[src/cas_consts.svh]
// constants of the cell acquisition sequencer
// Behaviour
// - each conversion yields one 12-bit ALU value
// - two scans averaged into 14-bit measurement
// - aux converted once, stored 12-bit
// - oversampling averages consecutive measurement cycles
// - cells measured when enable bits 11:0 set
// - result left-justified, bits 1:0 zero
// - disabled channel reads all zeros
// - polarity bit selects bipolar or unipolar coding
// - diagnostic modes force their own coding
// - enable bit 14 measures block voltage
// - divider connected only while bit 15 set
// - enable bits 13:12 select aux inputs
// - bias modes 00/01 follow the acquisition
// - bias mode 10 on, 11 off
// - aux channels converted last
// - aux settle 6us plus field times 6us
// - twelve calibration words, checksum in id bits 15:8
`ifndef CAS_CONSTS_SVH
`define CAS_CONSTS_SVH
`define CAS_ADDR_CHANNEL_ENABLE  6'h00
`define CAS_ADDR_ACQ_CONFIG      6'h01
`define CAS_ADDR_SCAN_CTRL       6'h02
`define CAS_ADDR_CELL_BASE       6'h10
`define CAS_ADDR_BLOCK           6'h1C
`define CAS_ADDR_AUX_ONE         6'h1D
`define CAS_ADDR_AUX_TWO         6'h1E
`define CAS_ADDR_ID_TWO          6'h1F
`define CAS_ADDR_CAL_BASE        6'h20
`define CAS_BIT_BLOCK_MEAS       14
`define CAS_BIT_BLOCK_CONNECT    15
`define CAS_BIT_AUX_ONE          12
`define CAS_BIT_AUX_TWO          13
`define CAS_BIT_POLARITY         10
`define CAS_BIT_DIAG_FORCE       11
`define CAS_BIT_DIAG_BIPOLAR     12
`define CAS_BIT_SCAN_START       0
`define CAS_BIT_SCAN_DONE        1
`define CAS_BIT_BUSY             2
`define CAS_RESET_WORD           16'h0000
`define CAS_STEP_NS              6000
`define CAS_CLK_NS               100
`define CAS_STEP_CYCLES          ((`CAS_STEP_NS + `CAS_CLK_NS - 1) / `CAS_CLK_NS)
`define CAS_BIPOLAR_OFFSET       15'h0800
`endif

[src/cas_pkg.sv]
// types of the cell acquisition sequencer
package cas_pkg;
    typedef enum logic [2:0] {
        CAS_IDLE,
        CAS_PICK,
        CAS_REQ,
        CAS_WAIT,
        CAS_SETTLE,
        CAS_STORE,
        CAS_FINISH
    } cas_state_t;
endpackage : cas_pkg

[src/cas_sequencer.sv]
// acquisition sequencer, averaging and result registers
//
// Our own choices: the placing of the registers and strobed register access.
`include "cas_consts.svh"
module cas_sequencer #(
    parameter int          OVS_CYCLES = 1,
    parameter logic [15:0] CAL_INIT   = 16'h0000,
    parameter logic [7:0]  CAL_CRC    = 8'h00
) (
    // clock and reset
    input  wire logic        sys_clk,
    input  wire logic        rst,
    // register port
    input  wire logic [5:0]  reg_addr,
    input  wire logic [15:0] reg_wdata,
    input  wire logic        reg_wr,
    input  wire logic        reg_rd,
    output logic      [15:0] reg_rdata,
    // adc and multiplexer
    output logic      [3:0]  mux_select,
    output logic             mux_invert,
    output logic             adc_start,
    input  wire logic        adc_done,
    input  wire logic [11:0] adc_data,
    // analog controls
    output logic             block_divider_connect,
    output logic             thermistor_bias_output,
    output logic             use_bias_reference,
    output logic             scan_done
);
    // channel 0..11 cells, 12 block, 13 aux one, 14 aux two
    if (OVS_CYCLES < 1 || OVS_CYCLES > 128) begin : g_bad_ovs
        $error("cas_sequencer: OVS_CYCLES out of range");
    end

    localparam int STEPS = `CAS_STEP_CYCLES;

    logic [15:0] channel_enable_reg;
    logic [15:0] acquisition_config_reg;
    logic [15:0] result_reg [0:14];
    logic [22:0] accum_reg  [0:12];
    logic        scan_done_reg;
    logic        busy_reg;
    logic [15:0] rdata_reg;
    cas_pkg::cas_state_t state_reg;
    logic [3:0]  chan_reg;
    logic        pass_reg;
    logic [7:0]  ovs_reg;
    logic [6:0]  step_reg;
    logic [15:0] tick_reg;
    logic        adc_done_s1;
    logic        adc_done_s2;
    logic [11:0] adc_data_s1;
    logic [11:0] adc_data_s2;
    logic        start_hit;
    logic        en_now;
    logic [5:0]  aux_steps;
    logic        bipolar;

    assign start_hit = reg_wr && reg_addr == `CAS_ADDR_SCAN_CTRL && reg_wdata[`CAS_BIT_SCAN_START];
    assign en_now    = (chan_reg < 4'd12) ? channel_enable_reg[chan_reg] :
                       (chan_reg == 4'd12) ? channel_enable_reg[`CAS_BIT_BLOCK_MEAS] :
                       (chan_reg == 4'd13) ? channel_enable_reg[`CAS_BIT_AUX_ONE] :
                       channel_enable_reg[`CAS_BIT_AUX_TWO];
    assign aux_steps = acquisition_config_reg[5:0];
    assign bipolar   = acquisition_config_reg[`CAS_BIT_DIAG_FORCE] ?
                       acquisition_config_reg[`CAS_BIT_DIAG_BIPOLAR] :
                       acquisition_config_reg[`CAS_BIT_POLARITY];

    // adc handshake crosses from the analog domain
    always_ff @(posedge sys_clk or posedge rst) begin
        if (rst) begin
            adc_done_s1 <= 1'b0;
            adc_done_s2 <= 1'b0;
            adc_data_s1 <= 12'h000;
            adc_data_s2 <= 12'h000;
        end else begin
            adc_done_s1 <= adc_done;
            adc_done_s2 <= adc_done_s1;
            adc_data_s1 <= adc_data;
            adc_data_s2 <= adc_data_s1;
        end
    end

    // configuration registers
    always_ff @(posedge sys_clk or posedge rst) begin
        if (rst) begin
            channel_enable_reg     <= `CAS_RESET_WORD;
            acquisition_config_reg <= `CAS_RESET_WORD;
        end else if (reg_wr) begin
            if (reg_addr == `CAS_ADDR_CHANNEL_ENABLE) begin
                channel_enable_reg <= reg_wdata;
            end
            if (reg_addr == `CAS_ADDR_ACQ_CONFIG) begin
                acquisition_config_reg <= reg_wdata;
            end
        end
    end

    // sequencer
    always_ff @(posedge sys_clk or posedge rst) begin
        if (rst) begin
            state_reg <= cas_pkg::CAS_IDLE;
            chan_reg  <= 4'h0;
            pass_reg  <= 1'b0;
            ovs_reg   <= 8'h00;
            step_reg  <= 7'h00;
            tick_reg  <= 16'h0000;
            busy_reg  <= 1'b0;
        end else begin
            case (state_reg)
                cas_pkg::CAS_IDLE: begin
                    if (start_hit) begin
                        busy_reg  <= 1'b1;
                        chan_reg  <= 4'h0;
                        pass_reg  <= 1'b0;
                        ovs_reg   <= 8'h00;
                        state_reg <= cas_pkg::CAS_PICK;
                    end
                end
                cas_pkg::CAS_PICK: begin
                    if (!en_now) begin
                        state_reg <= cas_pkg::CAS_STORE;
                    end else if (chan_reg >= 4'd13) begin
                        step_reg  <= 7'h00;
                        tick_reg  <= 16'h0000;
                        state_reg <= cas_pkg::CAS_SETTLE;
                    end else begin
                        state_reg <= cas_pkg::CAS_REQ;
                    end
                end
                cas_pkg::CAS_SETTLE: begin
                    if (tick_reg == 16'(STEPS - 1)) begin
                        tick_reg <= 16'h0000;
                        if (step_reg == {1'b0, aux_steps}) begin
                            state_reg <= cas_pkg::CAS_REQ;
                        end else begin
                            step_reg <= step_reg + 7'h01;
                        end
                    end else begin
                        tick_reg <= tick_reg + 16'h0001;
                    end
                end
                cas_pkg::CAS_REQ: begin
                    state_reg <= cas_pkg::CAS_WAIT;
                end
                cas_pkg::CAS_WAIT: begin
                    if (adc_done_s2) begin
                        state_reg <= cas_pkg::CAS_STORE;
                    end
                end
                cas_pkg::CAS_STORE: begin
                    state_reg <= cas_pkg::CAS_PICK;
                    if (chan_reg < 4'd12) begin
                        chan_reg <= chan_reg + 4'h1;
                    end else if (chan_reg == 4'd12) begin
                        if (!pass_reg) begin
                            pass_reg <= 1'b1;
                            chan_reg <= 4'h0;
                        end else if (ovs_reg != 8'(OVS_CYCLES - 1)) begin
                            ovs_reg  <= ovs_reg + 8'h01;
                            pass_reg <= 1'b0;
                            chan_reg <= 4'h0;
                        end else begin
                            chan_reg <= 4'd13;
                            pass_reg <= 1'b0;
                        end
                    end else if (chan_reg == 4'd13) begin
                        chan_reg <= 4'd14;
                    end else begin
                        state_reg <= cas_pkg::CAS_FINISH;
                    end
                end
                cas_pkg::CAS_FINISH: begin
                    busy_reg  <= 1'b0;
                    state_reg <= cas_pkg::CAS_IDLE;
                end
                default: begin
                    state_reg <= cas_pkg::CAS_IDLE;
                end
            endcase
        end
    end

    // alu accumulators, one per averaged channel
    genvar gi;
    generate
        for (gi = 0; gi < 13; gi++) begin : g_acc
            always_ff @(posedge sys_clk or posedge rst) begin
                if (rst) begin
                    accum_reg[gi] <= 23'h000000;
                end else if (state_reg == cas_pkg::CAS_IDLE && start_hit) begin
                    accum_reg[gi] <= 23'h000000;
                end else if (state_reg == cas_pkg::CAS_WAIT && adc_done_s2 && chan_reg == 4'(gi)) begin
                    accum_reg[gi] <= accum_reg[gi] + {11'h000, adc_data_s2};
                end
            end
        end
    endgenerate

    // averaged, formatted result of one channel
    function automatic logic [15:0] cas_format(input logic [22:0] acc, input logic bip);
        logic [22:0] avg;
        logic [13:0] code;
        avg  = acc / 23'(2 * OVS_CYCLES);
        code = {avg[11:0], 2'b00};
        if (bip) begin
            code = code ^ 14'h2000;
        end
        return {code, 2'b00};
    endfunction : cas_format

    // result registers
    generate
        for (gi = 0; gi < 15; gi++) begin : g_res
            always_ff @(posedge sys_clk or posedge rst) begin
                if (rst) begin
                    result_reg[gi] <= `CAS_RESET_WORD;
                end else if (state_reg == cas_pkg::CAS_FINISH) begin
                    if (gi < 12 && !channel_enable_reg[gi]) begin
                        result_reg[gi] <= 16'h0000;
                    end else if (gi == 12 && !channel_enable_reg[`CAS_BIT_BLOCK_MEAS]) begin
                        result_reg[gi] <= 16'h0000;
                    end else if (gi < 13) begin
                        result_reg[gi] <= cas_format(accum_reg[gi < 13 ? gi : 0], bipolar);
                    end
                end else if (gi >= 13 && state_reg == cas_pkg::CAS_PICK && chan_reg == 4'(gi) && !en_now) begin
                    result_reg[gi] <= 16'h0000;
                end else if (gi >= 13 && state_reg == cas_pkg::CAS_WAIT && adc_done_s2 && chan_reg == 4'(gi)) begin
                    result_reg[gi] <= {4'h0, adc_data_s2};
                end
            end
        end
    endgenerate

    // done flag: set wins over a new start
    always_ff @(posedge sys_clk or posedge rst) begin
        if (rst) begin
            scan_done_reg <= 1'b0;
        end else if (state_reg == cas_pkg::CAS_FINISH) begin
            scan_done_reg <= 1'b1;
        end else if (start_hit && state_reg == cas_pkg::CAS_IDLE) begin
            scan_done_reg <= 1'b0;
        end
    end

    // read port
    always_ff @(posedge sys_clk or posedge rst) begin
        if (rst) begin
            rdata_reg <= 16'h0000;
        end else if (reg_rd) begin
            if (reg_addr == `CAS_ADDR_CHANNEL_ENABLE) begin
                rdata_reg <= channel_enable_reg;
            end else if (reg_addr == `CAS_ADDR_ACQ_CONFIG) begin
                rdata_reg <= acquisition_config_reg;
            end else if (reg_addr == `CAS_ADDR_SCAN_CTRL) begin
                rdata_reg <= {13'h0000, busy_reg, scan_done_reg, 1'b0};
            end else if (reg_addr >= `CAS_ADDR_CELL_BASE && reg_addr <= `CAS_ADDR_AUX_TWO) begin
                rdata_reg <= result_reg[4'(reg_addr - `CAS_ADDR_CELL_BASE)];
            end else if (reg_addr == `CAS_ADDR_ID_TWO) begin
                rdata_reg <= {CAL_CRC, 8'h00};
            end else if (reg_addr >= `CAS_ADDR_CAL_BASE && reg_addr < 6'h2C) begin
                rdata_reg <= CAL_INIT;
            end else begin
                rdata_reg <= 16'h0000;
            end
        end else begin
            rdata_reg <= 16'h0000;
        end
    end

    // analog outputs
    always_ff @(posedge sys_clk or posedge rst) begin
        if (rst) begin
            thermistor_bias_output <= 1'b0;
        end else if (acquisition_config_reg[9]) begin
            thermistor_bias_output <= !acquisition_config_reg[8];
        end else begin
            thermistor_bias_output <= busy_reg && state_reg != cas_pkg::CAS_FINISH;
        end
    end

    assign reg_rdata             = rdata_reg;
    assign scan_done             = scan_done_reg;
    assign mux_select            = chan_reg;
    assign mux_invert            = pass_reg;
    assign adc_start             = state_reg == cas_pkg::CAS_REQ;
    assign use_bias_reference    = chan_reg >= 4'd13;
    assign block_divider_connect = channel_enable_reg[`CAS_BIT_BLOCK_CONNECT];
endmodule : cas_sequencer

[config.mk]
export PLATFORM = sky130hd
export DESIGN_NAME = cas_sequencer
export DESIGN_NICKNAME = d
export VERILOG_FILES = /design/src/cas_pkg.sv /design/src/cas_sequencer.sv
export VERILOG_INCLUDE_DIRS = /design/src
export SDC_FILE = /design/constraint.sdc
export NUM_CORES = 1
export LEC_CHECK = 0
export BUFFER_PORTS_ARGS = -buffer_cell sky130_fd_sc_hd__clkbuf_2
export CAP_MARGIN = 25
export CELL_PAD_IN_SITES_DETAIL_PLACEMENT = 0
export CELL_PAD_IN_SITES_GLOBAL_PLACEMENT = 1
export CORE_UTILIZATION = 50
export DETAILED_ROUTE_END_ITERATION = 10
export GPL_TIMING_DRIVEN = 0
export PLACE_DENSITY = 0.88
export SLEW_MARGIN = 0
export SYNTH_ARGS = -nofsm -noshare
export SYNTH_HDL_FRONTEND = slang
export SYNTH_SLANG_ARGS = --single-unit
[constraint.sdc]
create_clock -name sys_clk -period 15.9 [get_ports sys_clk]
set_clock_uncertainty 0.05 [all_clocks]
set_input_delay 0.795 -clock sys_clk [delete_from_list [all_inputs] [get_ports sys_clk]]
set_output_delay 0.795 -clock sys_clk [all_outputs]
set_load 0.05 [all_outputs]
==> impl_metrics.env, run 1 <==
export IMPL_wl_met2_um=36200
export IMPL_p_total_uw=3770
export IMPL_dp_hpwl_um=59300
export IMPL_grt_antenna_before_repair=4
export IMPL_portBuffers=59
export IMPL_grt_ovfl_total=0
export IMPL_post_route_drc_count=0
export IMPL_preCtsSetupSlack_ps=12340
export IMPL_clk_latency_ps=620
export IMPL_clock_sink_count=465
export IMPL_first_iter_violations=2033
export IMPL_setup_viol=0
export IMPL_synthCells=2782
export IMPL_vias_per_cell=6.15
export IMPL_met3WireLength_um=6700
export IMPL_clk_pin_slew_ps=60
export IMPL_die_area_um2=54100
export IMPL_synth_avg_cell_area_um2=9.55
export IMPL_p_per_area_nw_per_um2=126
export IMPL_arrival_ps=4070
export IMPL_ioPinCount=65
export IMPL_p_leak_uw=0.0134
export IMPL_finalCritPeriodShare_pct=22.6
export IMPL_htree_levels=2
export IMPL_fin_ws_ps=12300
export IMPL_multiInputGateArea_um2=14200
export IMPL_ys_seq_area_share_pct=43.8
export IMPL_hold_class="in -> reg"
export IMPL_grtUsageTotal_pct=30.2
export IMPL_p_seq_share_pct=42.2
export IMPL_topRoutingLayerUsed="met5"
export IMPL_final_common_cell="nand2_1"
export IMPL_rows=84
export IMPL_slew_violations=0
export IMPL_crit_required_ps=16380
export IMPL_gp_congestion=0.937
export IMPL_fmax_ghz=0.278
export IMPL_critPathLaunchType="flip-flop"
export IMPL_ctsHoldBuffers=0
export IMPL_path_class="reg -> reg"
export IMPL_worstMarginPinSlew_ps=1160
export IMPL_synth_seq_cells=465
export IMPL_yosys_warnings=0
export IMPL_switching_share_pct=32.7
export IMPL_grt_pass1_vias=21400
export IMPL_cts_root_buf="clkbuf_16"
export IMPL_ys_types=73
export IMPL_vdd_drop_max_mv=0.0871
export IMPL_pwr_share_comb_pct=23.2
export IMPL_core_um2=52600
export IMPL_fin_crit_ps=3600
export IMPL_final_area_um2=30000
export IMPL_synth_edff_count=0
export IMPL_start_util_pct=50.6
export IMPL_p_sw_uw=1230
export IMPL_area_delta_synth_final_pct=13.0
export IMPL_layout_drive_gt1_share_pct=10.6
export IMPL_die_y_um=233
export IMPL_cts_tree="built"
export IMPL_largest_register_ffs=180
export IMPL_rsz0062_at_grt="no"
export IMPL_cp_max_fo=13
export IMPL_worstSetupEndpointType="flip-flop"
export IMPL_detail_route_antenna_nets=0
export IMPL_placed_area_um2=28200
export IMPL_grt_pass1_wl_um=124000
export IMPL_syn_nets=2999
export IMPL_wl_um=80800
export IMPL_synthArstFlopShare_pct=100
export IMPL_register_area_um2=11600
export IMPL_status="finished clean"
export IMPL_synthFlopType="dfrtp_1"
export IMPL_firstDrtPassIters=6
export IMPL_final_nets=3128
export IMPL_cts_buffer_depth=3
export IMPL_vias=22400
export IMPL_hold_viol_final=0
export IMPL_p_clk_share_pct=34.6
export IMPL_cts_setup_buffers=0
export IMPL_numCtsBuffers=51
export IMPL_cts_resized=0
export IMPL_netlist_area_um2=26600
export IMPL_cap_viol_max_count=0
export IMPL_wl_met1_um=34600
export IMPL_relSlewSlack_pct=22.8
export IMPL_wire_per_inst_um=22.2
export IMPL_num_fill_cells=4605
export IMPL_p_int_uw=2540
export IMPL_die_w_um=233
export IMPL_final_cell_mix="562 x nand2_1, 465 x dfrtp_1, 389 x o21ai_0"
export IMPL_grt_max_degree=130
[cells by family (layout without fill, tap and decap cells)]
kind of cell	count (synthesis)	count (layout)	synth area share [%]
XOR/XNOR	121	121	3.99
AO/OA/AOI/OAI	793	793	18.4
multiplexers	111	111	6.65
buffers and inverters	181	352	2.89
adder cells (fa/ha/maj)	178	178	8.75
other	0	4	0
flip-flops	465	465	43.8
AND/OR/NAND/NOR	933	933	15.5
[area by class of cell]
cell class | count | share of cell area (%)
multi-input combinational | 2136 | 47.2
sequential | 465 | 38.8
clock buffer | 66 | 4.78
tap | 688 | 2.87
timing repair buffer | 76 | 2.43
buffer | 125 | 1.85
clock inverter | 29 | 1.37
inverter | 56 | 0.725
antenna | 4 | 0.0333
[path summary, 6_finish.rpt]
path                                  end           start  slack (ps)  cells past startpoint
max                        accum_reg[242]  adc_data_s2[1]       12300                      8
min                           adc_done_s1        adc_done         230                      1
max reg2reg                accum_reg[242]  adc_data_s2[1]       12300                      8
min reg2reg                adc_data_s2[3]  adc_data_s1[3]         300                      0
max in group asynchronous  accum_reg[166]             rst       13980                      4
min in group asynchronous  accum_reg[259]             rst         250                      2
[synth_stat cells, types with 4 or more instances]
cell type  number  area share (%)
o21ai_0       389             7.3
ha_1          165             7.8
mux2_2         34             1.4
buf_1           6           0.085
nor2_1        123             1.7
clkbuf_1       78             1.1
buf_2          29            0.55
inv_1          56            0.79
nand3_1        41            0.77
nor2b_1        24            0.57
o2111ai_1       8            0.26
o21bai_1       12            0.34
o22ai_1         5            0.12
a32o_1         23            0.87
o31a_1          8            0.26
a21oi_1       104             2.0
a211oi_1       32            0.90
or3b_2          4            0.13
nor3b_1        14            0.40
nand2b_1       18            0.42
mux4_2         49             4.2
a22o_1         60             2.0
fa_1           13            0.98
a311oi_1        7            0.23
nand2_1       562             7.9
nand4_1        12            0.28
a21o_1         27            0.76
a221oi_1        4            0.13
mux2i_1        28             1.1
and2_1         36            0.85
dfrtp_1       465              44
xnor2_1        50             1.6
xor2_1         71             2.3
o21a_1         30            0.85
o31ai_1        27            0.76
o211ai_1       10            0.28
or3_1          12            0.28
nor3_1         37            0.70
a31oi_1        16            0.38
nor4_1         12            0.28
buf_4           7            0.20
and3_1         11            0.26
a22oi_1         6            0.17
or2_2           6            0.14
[metrics by stage]
stage               std cells  setup TNS (ps)  utilization (%)  hold slack (ps)
finish                   3645               0             57.1              231
global route             3641               0             57.1              209
CTS                      3640               0             57.1              212
detailed placement       3545               0             53.6              285
global placement         3529        -1314740             52.8              282
floorplan                2782               0                -              281
[critical path, stage by stage (launching register included)]
cell,delay [ps]
dfrtp_1,870
inv_2,590
fa_1,610
nor2b_1,190
o31ai_1,160
a211oi_1,340
o2111ai_1,160
a21oi_1,290
mux2i_1,210
[power groups by stage]
stage	clock (uW)	sequential, uW	combinational, uW
finish	1300	1590	876
global route	1370	1610	971
CTS	1320	1580	865
detailed placement	0	1600	861
global placement	0	1600	814
floorplan	0	1530	614
[layer usage]
| metal | track usage (%) | vias to the layer above |
|---|---|---|
| met5 | 0 | - |
| met4 | 12.5 | 2 |
| met3 | 5.98 | 165 |
| met2 | 46.8 | 932 |
| met1 | 41.4 | 11100 |
| li1 | - | 10200 |
Note: power is estimated with default switching activity, not from simulation.
==> inputs of run 2 (changes only) <==
--- a/config.mk
+++ b/config.mk
@@ -6,14 +6,15 @@
 export SDC_FILE = /design/constraint.sdc
 export NUM_CORES = 1
 export LEC_CHECK = 0
+export ABC_AREA = 1
 export BUFFER_PORTS_ARGS = -buffer_cell sky130_fd_sc_hd__clkbuf_2
 export CAP_MARGIN = 25
 export CELL_PAD_IN_SITES_DETAIL_PLACEMENT = 0
 export CELL_PAD_IN_SITES_GLOBAL_PLACEMENT = 1
-export CORE_UTILIZATION = 50
+export CORE_UTILIZATION = 44
 export DETAILED_ROUTE_END_ITERATION = 10
 export GPL_TIMING_DRIVEN = 0
-export PLACE_DENSITY = 0.88
+export PLACE_DENSITY = 0.85
 export SLEW_MARGIN = 0
 export SYNTH_ARGS = -nofsm -noshare
 export SYNTH_HDL_FRONTEND = slang
==> constraint.sdc (replaced) <==
create_clock -name sys_clk -period 3.2 [get_ports sys_clk]
set_clock_uncertainty 0.05 [all_clocks]
set_input_delay 0.16 -clock sys_clk [delete_from_list [all_inputs] [get_ports sys_clk]]
set_output_delay 0.16 -clock sys_clk [all_outputs]
set_load 0.05 [all_outputs]
==> run 2 against run 1 <==
  * Synthesized cell count increased by 22%
  * Die area increased by 17%
  * Cell area up 4.6%
  * Global-route usage fell by 1.2 points
  * Total power grew to 5.5 times the previous value
  * Critical path type unchanged
  * Largest cell class unchanged
  * First-iteration DRC count up 14%
  * Critical endpoint is now accum_reg[146]
  * Combinational power grew to 7.5 times the previous value
  * Critical path depth increased by 4
  * Fmax up 26%
  * Sequential share of layout area shrank 1.7 points
==> impl_metrics.env, run 2 <==
export IMPL_start_util_pct=44.5
export IMPL_clk_latency_ps=610
export IMPL_area_delta_synth_final_pct=14.7
export IMPL_cp_max_fo=8
export IMPL_yosys_warnings=0
export IMPL_p_total_uw=20600
export IMPL_num_fill_cells=5962
export IMPL_p_per_area_nw_per_um2=655
export IMPL_ioPinCount=65
export IMPL_die_w_um=251
export IMPL_status="finished clean"
export IMPL_worstMarginPinSlew_ps=923
export IMPL_grtUsageTotal_pct=29.0
export IMPL_critPathLaunchType="flip-flop"
export IMPL_synthCells=3401
export IMPL_slew_violations=0
export IMPL_ys_seq_area_share_pct=42.5
export IMPL_grt_antenna_before_repair=1
export IMPL_slowest_stage="dfrtp_1"
export IMPL_relSlewSlack_pct=38.5
export IMPL_grt_max_degree=43
export IMPL_final_cell_mix="750 x nand2_1, 463 x dfrtp_1, 337 x o21ai_0"
export IMPL_die_y_um=251
export IMPL_wire_per_inst_um=20.5
export IMPL_vias_per_cell=5.61
export IMPL_multiInputGateArea_um2=14000
export IMPL_grt_ovfl_total=0
export IMPL_dp_hpwl_um=69600
export IMPL_netlist_area_um2=27400
export IMPL_gp_congestion=0.982
export IMPL_htree_levels=2
export IMPL_arrival_ps=3280
export IMPL_syn_nets=3618
export IMPL_synth_commonest_cells="750 x nand2_1, 465 x dfrtp_1, 337 x o21ai_0"
export IMPL_critPathMaxStageDelay_ps=830
export IMPL_cts_buffer_depth=3
export IMPL_setup_viol=0
export IMPL_clk_pin_slew_ps=60
export IMPL_crit_required_ps=3630
export IMPL_path_cells="buf_16 -> ha_1 -> inv_1 -> fa_1 -> inv_1 -> nand3_1 -> nand2_1 -> a21oi_1 -> o21bai_1 -> a21oi_1 -> o21ai_0 -> nand2_1"
export IMPL_largest_register_ffs=180
export IMPL_worstSetupEndpointType="flip-flop"
export IMPL_fin_crit_ps=2850
export IMPL_yosysMostFrequentCell="nand2_1"
export IMPL_clock_sink_count=465
export IMPL_vias=25000
export IMPL_final_nets=3794
export IMPL_fmax_ghz=0.351
export IMPL_cts_tree="built"
export IMPL_diodes=0
export IMPL_cap_viol_max_count=0
export IMPL_core_um2=61600
export IMPL_firstDrtPassIters=5
export IMPL_hold_slack_ps=99.3
export IMPL_first_iter_violations=2327
export IMPL_die_area_um2=63200
export IMPL_yosysTopAreaCell="dfrtp_1"
export IMPL_rsz0062_at_grt="no"
export IMPL_grt_pass1_vias=23800
export IMPL_synth_avg_cell_area_um2=8.05
export IMPL_synth_top_area_share_pct=42.5
export IMPL_cts_setup_buffers=0
export IMPL_post_route_drc_count=0
export IMPL_hold_viol_final=0
export IMPL_r2r_slack_ps=350
export IMPL_synthArstFlopShare_pct=100
export IMPL_synth_edff_count=0
export IMPL_layout_drive_gt1_share_pct=9.13
export IMPL_setup_tns_ps=0
export IMPL_portBuffers=64
export IMPL_detail_route_antenna_nets=0
export IMPL_hold_class="in -> reg"
export IMPL_wl_um=91200
export IMPL_vdd_drop_max_mv=0.447
export IMPL_cts_root_buf="clkbuf_16"
export IMPL_synth_area_top_cells="dfrtp_1 42%, nand2_1 10%, ha_1 7.5%"
export IMPL_synth_seq_cells=465
export IMPL_finalCritPeriodShare_pct=89.0
export IMPL_ys_types=52
export IMPL_synthFlopType="dfrtp_1"
export IMPL_final_common_cell="nand2_1"
export IMPL_register_area_um2=11600
export IMPL_p_leak_uw=0.0153
export IMPL_grt_pass1_wl_um=141000
export IMPL_path_class="reg -> reg"
export IMPL_rows=91
export IMPL_numCtsBuffers=51
[run 2: stage by stage]
| step | utilization, % | cells | setup WS, ps | instance area (um2) |
|---|---|---|---|---|
| 2_1_floorplan | - | 3401 | -3300 | 27400 |
| 3_3_place_gp | 46.7 | 4302 | -6300 | 28800 |
| 3_5_place_dp | 47.7 | 4328 | 77.1 | 29400 |
| 4_1_cts | 51.0 | 4451 | 37.6 | 31400 |
| 5_1_grt | 51.0 | 4451 | 217 | 31400 |
| 6_report | 51.0 | 4451 | 353 | 31400 |
[run 2: final timing paths]
path / start / end / cells past startpoint
worst max-delay path: adc_data_s2[0] / accum_reg[146] / 12
worst min-delay path: reg_addr[5] / reg_rdata[2] / 6
worst max register to register: adc_data_s2[0] / accum_reg[146] / 12
worst min register to register: adc_data_s1[5] / adc_data_s2[5] / 0
max in group asynchronous: rst / adc_data_s1[0] / 7
min in group asynchronous: rst / accum_reg[170] / 3
[run 2: kinds of logic (layout without fill, tap and decap cells)]
family,after synthesis,after routing,synth area share (%)
flops,465,465,42.5
xor+xnor,81,81,2.59
simple gates,1365,1365,21.7
buf+inv,433,646,6.47
compound gates,879,879,18.2
fa+ha+maj,178,178,8.49
[run 2: layer usage]
layer | part of all wire (%) | global-route usage, %
met1 | 44 | 40.0
met5 | 0 | 0
met2 | 45 | 45.9
met4 | 4.0 | 11.3
met3 | 6.8 | 4.28
[run 2: critical path: cells and delay by family (launching register included)]
family,cells,cell delay [ps]
DFF,1,830
and+or+nand+nor,3,280
AOI/OAI and AO/OA,4,480
buffers and inverters,3,420
adders and majority gates,2,620
[run 2: layout make-up]
type / count / area share, %
tap: 837 / 3.33
inverter: 343 / 4.12
clock inverter: 17 / 0.665
sequential: 465 / 37.0
clock buffer: 73 / 4.83
buffer: 90 / 1.53
timing repair buffer: 123 / 4.00
multi-input combinational: 2503 / 44.5
[run 2: timing repair]
| item | CTS | global route |
|---|---|---|
| setup endpoints to repair | 0 | 14 |
| resized for setup | 0 | 1 |
| hold endpoints to repair | 155 | 0 |
| hold buffers | 33 | 0 |
[run 2: where the power goes]
group          total [uW]  internal (uW)  switching [uW]
Clock                6170           3610            2560
Combinational        6560           2330            4230
Sequential           7840           6930             910
Total               20600          12900            7700
